[src/rtl/sgfc_consts.svh]
// Offsets, field positions, reset values and timing figures of the global forwarding controls
`ifndef SGFC_CONSTS_SVH
`define SGFC_CONSTS_SVH

// Register offsets on the management register port
`define SGFC_ADDR_UNK_VLAN      8'h85
`define SGFC_ADDR_SELF_IPMC     8'h86
`define SGFC_ADDR_RL_TAG        8'h87

// Field positions, shared by 0x85 and 0x86
`define SGFC_FWD_EN_BIT         5
`define SGFC_MAP_MSB            4
`define SGFC_MAP_LSB            0
// Field positions in 0x86
`define SGFC_SELF_EN_BIT        6
// Field positions in 0x87
`define SGFC_RL_PER_MSB         5
`define SGFC_RL_PER_LSB         4
`define SGFC_QMODE_BIT          3
`define SGFC_PVID_SEL_BIT       2

// Reset values of the writable fields
`define SGFC_FWD_EN_RST         1'b0
`define SGFC_MAP_RST            5'h00
`define SGFC_SELF_EN_RST        1'b0
`define SGFC_RL_PER_RST         2'h1
`define SGFC_QMODE_RST          1'b0
`define SGFC_PVID_SEL_RST       1'b0

// Reserved field values, read back unchanged
`define SGFC_RSV2_VAL           2'h0
`define SGFC_RSV1_VAL           1'b0

// Rate limit period selector codes
`define SGFC_RL_PER_16          2'h0
`define SGFC_RL_PER_64          2'h1

// Ingress rate limit unit periods, milliseconds, and the clock rate
`define SGFC_RL_PERIOD_16_MS    16
`define SGFC_RL_PERIOD_64_MS    64
`define SGFC_RL_PERIOD_256_MS   256
`define SGFC_CLK_FREQ_KHZ       200000

`endif

[src/rtl/sgfc_pkg.sv]
// Types of the global forwarding control block
`default_nettype none
package sgfc_pkg;

  // State of one port map decoder
  typedef struct packed {
    logic       fwd;
    logic       drop;
    logic [3:0] mask;
  } sgfc_dec_state_t;

  // State of the control register bank
  typedef struct packed {
    logic        vlan_en;
    logic [4:0]  vlan_map;
    logic        self_en;
    logic        ipmc_en;
    logic [4:0]  ipmc_map;
    logic [1:0]  rl_per;
    logic        qmode;
    logic        pvid_sel;
    logic [7:0]  rdata;
    logic        rvalid;
    logic        self_drop;
    logic        self_valid;
    logic [25:0] per_cnt;
    logic        per_tick;
  } sgfc_state_t;

endpackage
`default_nettype wire

[src/rtl/sgfc_ctrl.sv]
// Global forwarding, self-filter, rate limit and tag insertion control registers
`timescale 1ns/10ps
`default_nettype none
`include "sgfc_consts.svh"
module sgfc_ctrl #(
  parameter int unsigned P_CYC_16MS  = `SGFC_RL_PERIOD_16_MS * `SGFC_CLK_FREQ_KHZ,
  parameter int unsigned P_CYC_64MS  = `SGFC_RL_PERIOD_64_MS * `SGFC_CLK_FREQ_KHZ,
  parameter int unsigned P_CYC_256MS = `SGFC_RL_PERIOD_256_MS * `SGFC_CLK_FREQ_KHZ
) (
  input  wire logic        clk_i,
  input  wire logic        reset_n_i,
  // Management register port
  input  wire logic [7:0]  reg_addr_i,
  input  wire logic        reg_wr_i,
  input  wire logic [7:0]  reg_wdata_i,
  input  wire logic        reg_rd_i,
  output logic [7:0]       reg_rdata_o,
  output logic             reg_rvalid_o,
  output logic             reg_hit_o,
  // Unknown VLAN ID forwarding
  output logic             unk_vlan_fwd_o,
  output logic             unk_vlan_drop_o,
  output logic [3:0]       unk_vlan_mask_o,
  // Unknown IP multicast forwarding
  output logic             unk_ipmc_fwd_o,
  output logic             unk_ipmc_drop_o,
  output logic [3:0]       unk_ipmc_mask_o,
  // Egress self-address filter
  input  wire logic [47:0] self_mac_i,
  input  wire logic        egr_valid_i,
  input  wire logic [47:0] egr_sa_i,
  output logic             egr_self_valid_o,
  output logic             egr_self_drop_o,
  // Rate limit and tag insertion controls
  output logic [1:0]       ing_rl_period_o,
  output logic             ing_rl_tick_o,
  output logic             egr_rl_queue_mode_o,
  output logic             pvid_src_sel_o
);

  logic                 rst_sync1_r;
  logic                 rst_sync2_r;
  logic                 rst_n;
  logic                 wr_vlan;
  logic                 wr_self;
  logic                 wr_rl;
  logic [25:0]          per_lim;
  sgfc_pkg::sgfc_state_t st_r;
  sgfc_pkg::sgfc_state_t st_nxt;

  // Reset release through two flops
  always_ff @(posedge clk_i or negedge reset_n_i) begin
    if (!reset_n_i) begin
      rst_sync1_r <= 1'b0;
      rst_sync2_r <= 1'b0;
    end else begin
      rst_sync1_r <= 1'b1;
      rst_sync2_r <= rst_sync1_r;
    end
  end
  assign rst_n = rst_sync2_r;

  // Address decode of the three registers
  assign wr_vlan   = reg_wr_i && (reg_addr_i == `SGFC_ADDR_UNK_VLAN);
  assign wr_self   = reg_wr_i && (reg_addr_i == `SGFC_ADDR_SELF_IPMC);
  assign wr_rl     = reg_wr_i && (reg_addr_i == `SGFC_ADDR_RL_TAG);
  assign reg_hit_o = (reg_addr_i == `SGFC_ADDR_UNK_VLAN) || (reg_addr_i == `SGFC_ADDR_SELF_IPMC) ||
                     (reg_addr_i == `SGFC_ADDR_RL_TAG);

  // Last timer count for the selected unit period, its length in cycles minus one
  always_comb begin
    if (st_r.rl_per == `SGFC_RL_PER_16) begin
      per_lim = 26'(P_CYC_16MS - 1);
    end else if (st_r.rl_per == `SGFC_RL_PER_64) begin
      per_lim = 26'(P_CYC_64MS - 1);
    end else begin
      per_lim = 26'(P_CYC_256MS - 1);
    end
  end

  // Next state: register writes, read answer, self filter, period timer
  always_comb begin
    st_nxt = st_r;

    // Writes touch only the writable fields
    if (wr_vlan) begin
      st_nxt.vlan_en  = reg_wdata_i[`SGFC_FWD_EN_BIT];
      st_nxt.vlan_map = reg_wdata_i[`SGFC_MAP_MSB:`SGFC_MAP_LSB];
    end
    if (wr_self) begin
      st_nxt.self_en  = reg_wdata_i[`SGFC_SELF_EN_BIT];
      st_nxt.ipmc_en  = reg_wdata_i[`SGFC_FWD_EN_BIT];
      st_nxt.ipmc_map = reg_wdata_i[`SGFC_MAP_MSB:`SGFC_MAP_LSB];
    end
    if (wr_rl) begin
      st_nxt.rl_per   = reg_wdata_i[`SGFC_RL_PER_MSB:`SGFC_RL_PER_LSB];
      st_nxt.qmode    = reg_wdata_i[`SGFC_QMODE_BIT];
      st_nxt.pvid_sel = reg_wdata_i[`SGFC_PVID_SEL_BIT];
    end

    // Read data captured one cycle after the strobe; reserved bits fixed
    st_nxt.rvalid = reg_rd_i;
    st_nxt.rdata  = 8'h00;
    if (reg_rd_i) begin
      case (reg_addr_i)
        `SGFC_ADDR_UNK_VLAN: begin
          st_nxt.rdata = {`SGFC_RSV2_VAL, st_r.vlan_en, st_r.vlan_map};
        end
        `SGFC_ADDR_SELF_IPMC: begin
          st_nxt.rdata = {`SGFC_RSV1_VAL, st_r.self_en, st_r.ipmc_en, st_r.ipmc_map};
        end
        `SGFC_ADDR_RL_TAG: begin
          st_nxt.rdata = {`SGFC_RSV2_VAL, st_r.rl_per, st_r.qmode, st_r.pvid_sel, `SGFC_RSV2_VAL};
        end
        default: begin
          st_nxt.rdata = 8'h00;
        end
      endcase
    end

    // Egress source address against own MAC
    st_nxt.self_valid = egr_valid_i;
    st_nxt.self_drop  = egr_valid_i && st_r.self_en && (egr_sa_i == self_mac_i);

    // Unit period timer, restarted when the period changes
    st_nxt.per_tick = 1'b0;
    if (wr_rl && (reg_wdata_i[`SGFC_RL_PER_MSB:`SGFC_RL_PER_LSB] != st_r.rl_per)) begin
      st_nxt.per_cnt = 26'h0000000;
    end else if (st_r.per_cnt >= per_lim) begin
      st_nxt.per_cnt  = 26'h0000000;
      st_nxt.per_tick = 1'b1;
    end else begin
      st_nxt.per_cnt = st_r.per_cnt + 26'h0000001;
    end
  end

  // State register with documented reset values
  always_ff @(posedge clk_i or negedge rst_n) begin
    if (!rst_n) begin
      st_r          <= '0;
      st_r.vlan_en  <= `SGFC_FWD_EN_RST;
      st_r.vlan_map <= `SGFC_MAP_RST;
      st_r.self_en  <= `SGFC_SELF_EN_RST;
      st_r.ipmc_en  <= `SGFC_FWD_EN_RST;
      st_r.ipmc_map <= `SGFC_MAP_RST;
      st_r.rl_per   <= `SGFC_RL_PER_RST;
      st_r.qmode    <= `SGFC_QMODE_RST;
      st_r.pvid_sel <= `SGFC_PVID_SEL_RST;
    end else begin
      st_r <= st_nxt;
    end
  end

  // Unknown VLAN ID map decoder
  sgfc_pmap_dec u_vlan_dec (
    .clk_i   (clk_i),
    .rst_n_i (rst_n),
    .en_i    (st_r.vlan_en),
    .map_i   (st_r.vlan_map),
    .fwd_o   (unk_vlan_fwd_o),
    .drop_o  (unk_vlan_drop_o),
    .mask_o  (unk_vlan_mask_o)
  );

  // Unknown IP multicast map decoder
  sgfc_pmap_dec u_ipmc_dec (
    .clk_i   (clk_i),
    .rst_n_i (rst_n),
    .en_i    (st_r.ipmc_en),
    .map_i   (st_r.ipmc_map),
    .fwd_o   (unk_ipmc_fwd_o),
    .drop_o  (unk_ipmc_drop_o),
    .mask_o  (unk_ipmc_mask_o)
  );

  // Outputs from state flops
  assign reg_rdata_o         = st_r.rdata;
  assign reg_rvalid_o        = st_r.rvalid;
  assign egr_self_valid_o    = st_r.self_valid;
  assign egr_self_drop_o     = st_r.self_drop;
  assign ing_rl_period_o     = st_r.rl_per;
  assign ing_rl_tick_o       = st_r.per_tick;
  assign egr_rl_queue_mode_o = st_r.qmode;
  assign pvid_src_sel_o      = st_r.pvid_sel;

endmodule
`default_nettype wire

[src/rtl/sgfc_pmap_dec.sv]
// Decoder of a five-bit unknown-packet forwarding port map
`timescale 1ns/10ps
`default_nettype none
module sgfc_pmap_dec (
  input  wire logic       clk_i,
  input  wire logic       rst_n_i,
  input  wire logic       en_i,
  input  wire logic [4:0] map_i,
  output logic            fwd_o,
  output logic            drop_o,
  output logic [3:0]      mask_o
);

  sgfc_pkg::sgfc_dec_state_t st_r;
  sgfc_pkg::sgfc_dec_state_t st_nxt;

  // Bit 0 ignored; bits 4:1 select ports 4..1; empty map filters
  always_comb begin
    st_nxt      = '0;
    if (en_i) begin
      if (map_i[4:1] == 4'h0) begin
        st_nxt.drop = 1'b1;
      end else begin
        st_nxt.fwd  = 1'b1;
        st_nxt.mask = map_i[4:1];
      end
    end
  end

  // State register
  always_ff @(posedge clk_i or negedge rst_n_i) begin
    if (!rst_n_i) begin
      st_r <= '0;
    end else begin
      st_r <= st_nxt;
    end
  end

  assign fwd_o  = st_r.fwd;
  assign drop_o = st_r.drop;
  assign mask_o = st_r.mask;

endmodule
`default_nettype wire

[config.mk]
export PLATFORM = sky130hd
export DESIGN_NAME = sgfc_ctrl
export DESIGN_NICKNAME = d
export VERILOG_FILES = /design/src/rtl/sgfc_pkg.sv /design/src/rtl/sgfc_ctrl.sv /design/src/rtl/sgfc_pmap_dec.sv
export VERILOG_INCLUDE_DIRS = /design/src /design/src/rtl
export SDC_FILE = /design/constraint.sdc
export NUM_CORES = 1
export LEC_CHECK = 0
export CORE_MARGIN = 4
export CORE_UTILIZATION = 59
export DETAILED_ROUTE_END_ITERATION = 10
export DONT_BUFFER_PORTS = 1
export GPL_TIMING_DRIVEN = 0
export PLACE_DENSITY = 0.8
export SKIP_CTS_REPAIR_TIMING = 1
export SLEW_MARGIN = 10
export SYNTH_ARGS = -nofsm -noshare
export SYNTH_HDL_FRONTEND = slang
export SYNTH_SLANG_ARGS = --single-unit
[constraint.sdc]
create_clock -name clk_i -period 2.89 [get_ports clk_i]
set_input_delay 0.1445 -clock clk_i [delete_from_list [all_inputs] [get_ports clk_i]]
set_output_delay 0.1445 -clock clk_i [all_outputs]
set_load 0.02 [all_outputs]
==> reports/summary.txt <==
======================================================================================
Crit-path slowest cell                                                          or4b_4
Proportion of total power due to net switching                                   28.1%
Via density per instance                                                          5.99
Result of the run                                                            completed
Comb pwr share                                                                   13.4%
Post-synth EDFFs                                                                     0
Number of distinct library cells after synthesis                                    50
Maximum count of clock buffers along a single path                                   2
Cell family with most CP delay                                            simple AND/OR/NAND/NOR gates
Data required time of the worst path                                           3.13 ns
Proportion of layout cells with a drive suffix above 1                           18.8%
Fraction of registers with async set/reset                                        100%
Largest clock skew in the final design                                      0.00910 ns
GRT Total Usage                                                                  23.9%
Met1 usage                                                                       33.8%
Hold Fails Final Rpt                                                                 0
Vert. Die Dim                                                             90.7 microns
Tcrit/Tclk final                                                                 95.2%
Total congestion overflow                                                            0
Worst-margin pin slew                                                         0.840 ns
Yosys top cell area share                                                        41.6%
Wirelength, routed                                                        9940 microns
Number of standard cells after synthesis                                           382
Final ANT Viol Nets                                                                  0
Sum of buffers and inverters on the critical path                                    3
ANT cells                                                                            0
Number of ports placed on the die boundary                                         146
Dpl cells                                                                          459
Post-detailed-route DRC marker count                                                 0
Number of placement rows                                                            29
Number of global-route vias before repair                                         2950
Synth Net Count                                                                    513
Cells along the critical path                                             buf_4 > nor2b_4 > inv_1 > ha_4 > nor4b_4 > o211ai_2 > or4b_4 > o211ai_4 > clkbuf_16 > nor3b_2
Shortest period the worst path allows                                          2.75 ns
Leak pwr                                                                       2.06 nW
Final core occ                                                                   70.2%
Number of DRC markers in iteration 0                                               177
Pin count of the biggest net entering global routing                                67
Total count of max-transition violations in the final report                         0
Sink count of the clock tree                                                        68
Total power draw                                                               2.19 mW
Weighted congestion reported at the end of routability-driven placement          0.850
Max Freq                                                                     0.363 GHz
CP Capture Type                                                                   flop
Part of the power in registers                                                   50.3%
Root buffer cell                                                              clkbuf_8
Max-cap violations                                                                   0
Clock latency on the worst-skew pair                                           0.34 ns
Signed area change from the synthesized netlist to the final layout              13.1%
Final setup violation count                                                          0
Yosys warns                                                                          0
Library cell with the largest summed area after synthesis                      dfrtp_1
Number of synthesized register bits                                                 68
Slew margin rel.                                                                 44.0%
Internal power                                                                 1.57 mW
Synth top area cells                                                      dfrtp_1 42%, xnor2_1 9.3%, xor2_1 6.1%
Startpoint type of the worst setup path                                           flop
Peak per-stage delay on the critical path                                      0.56 ns
Die X-Extent                                                              90.7 microns
Core area                                                                   6490 sq um
Number of levels in the clock H-tree                                                 3
Number of detailed-routing iterations run before antenna repair                      4
Number of buffers added on ports                                                     0
Starting utilization of the core area                                            62.1%
Most congested layer reported by global routing                                   met2
Half-perimeter wire length after detailed placement                       7390 microns
Met3 capacity usage during global routing                                        8.83%
Setup CP Type                                                                  reg2reg
Net count reported at finish                                                       542
Sequential-to-total area share from yosys stat                                   42.2%
Clock transition at the registers of the reported paths                        0.08 ns
Global Route met2 Usage                                                          35.8%
Final TNS setup                                                                   0 ns
Arrival time reported for the critical path endpoint                           2.99 ns
Peak fanout along the critical path                                                  9
Ys flop type                                                                   dfrtp_1
Fraction of power consumed by the clock network                                  36.3%
First-pass GRT wire length                                                15500 microns
Power Density                                                              480 nW/um^2
Peak supply drop                                                              0.345 mV
Routed wire per std cell                                                  20.2 microns
Min Hold Slack                                                               0.0288 ns
CTS buffer count                                                                     9
Total via count after detailed routing                                            2952
Clock tree from TritonCTS                                                          yes
Non-Filler Instances                                                               493
Synthesized area per cell                                                   10.6 sq um
Initial antenna violation count                                                      0
Switching power summed over all nets                                          0.614 mW
Hold/Removal Path Class                                                       in2async
Netlist area before placement                                               4030 sq um
Die outline area                                                            8220 sq um
======================================================================================
## layer usage
layer,vias up,wire (microns)
met2,96,4780
met3,5,667
met4,0,62
met5,-,0
li1,1376,-
met1,1475,4420
## placed cells by master, fill, tap and decap left out, drive strengths merged, types with 3 or more instances in the layout
master       synthesis  final
nor2                30     30
a22oi                6      6
buf                 18     21
a21oi                5      5
ha                  14     14
nand4               13     13
xnor2               43     43
and4                 4      4
o2111ai              4      4
clkbuf               6     16
nand3               12     12
nand2               26     26
xor2                28     28
mux2                21     21
nor3                 7      7
dlygate4sd3          0     14
clkinv               0      3
inv                  8      9
and2                13     13
dfrtp               67     67
nor4                13     13
nor2b                6      6
nor3b               12     12
## worst register-to-register path: stages, from the launching register on
cell and delay [ns]:
dfstp_2 0.54, buf_4 0.17, nor2b_4 0.16, inv_1 0.10, ha_4 0.29, nor4b_4 0.22
o211ai_2 0.13, or4b_4 0.56, o211ai_4 0.20, clkbuf_16 0.23, nor3b_2 0.04
## stage by stage
stage / worst slack, ns / area, sq um
floorplan: 0.314 / 4030
global placement: 0.135 / 4130
detailed placement: 0.0474 / 4130
CTS: 0.0346 / 4330
global route: -0.00170 / 4560
finish: 0.139 / 4560
## final timing paths
kind	from	to	slack (ns)	depth (start not counted)
max in group asynchronous	rst_n	st_r[50]	1.91	0
hold reg to reg	rst_sync1_r	rst_n	0.36	0
min in group clk_i	reg_rd_i	reg_rdata_o[6]	0.08	2
setup / recovery	ing_rl_period_o[0]	st_r[21]	0.14	10
setup reg to reg	ing_rl_period_o[0]	st_r[21]	0.14	10
hold / removal	reset_n_i	rst_n	0.03	1
## area by class of cell
type / instances / area [sq um]
sequential: 68 / 1710
buffer: 24 / 164
inverter: 8 / 30.0
fill: 484 / 1940
multi-input combinational: 282 / 2160
tap: 77 / 96.3
clock buffer: 9 / 124
timing repair buffer: 18 / 204
clock inverter: 7 / 76.3
## synth_stat cells, types with 4 or more instances
cell	n
nor2_1	30
clkbuf_1	6
dfrtp_1	67
buf_4	12
nor3_1	6
nor3b_2	6
inv_1	8
xnor2_1	43
nor2b_1	6
and2_1	13
ha_1	14
nand4_1	12
a21oi_1	5
and4_1	4
nand2_1	26
mux2_2	21
nor3b_1	6
o2111ai_1	4
a22oi_1	6
xor2_1	28
nor4_1	13
nand3_1	11
## power groups by stage
stage | sequential (mW) | clock (mW) | combinational (mW)
2_1_floorplan | 1.10 | 0 | 0.229
3_3_place_gp | 1.11 | 0 | 0.251
3_5_place_dp | 1.12 | 0 | 0.261
4_1_cts | 1.10 | 0.808 | 0.265
5_1_grt | 1.12 | 0.862 | 0.328
6_report | 1.10 | 0.793 | 0.293
## sequential cells by signal, summed over array words and instances (netlist names)
signal               cells
u_vlan_dec.drop_o        1
ing_rl_tick_o            1
st_r                    39
u_vlan_dec.mask_o        4
u_ipmc_dec.mask_o        4
egr_self_valid_o         1
reg_rdata_o              7
ing_rl_period_o          2
egr_rl_queue_mode_o      1
u_ipmc_dec.fwd_o         1
pvid_src_sel_o           1
egr_self_drop_o          1
rst_sync1_r              1
u_vlan_dec.fwd_o         1
reg_rvalid_o             1
u_ipmc_dec.drop_o        1
rst_n                    1
## cell families after synthesis
family                   share of synthesized area [%]
buffers and inverters                             4.81
XOR/XNOR                                          15.4
AO/OA/AOI/OAI                                     5.90
other                                            0.186
AND/OR/NAND/NOR                                   21.2
multiplexers                                      5.87
adder cells (fa/ha/maj)                           4.35
flip-flops                                        42.2
Note: power is estimated with default switching activity, not from simulation.
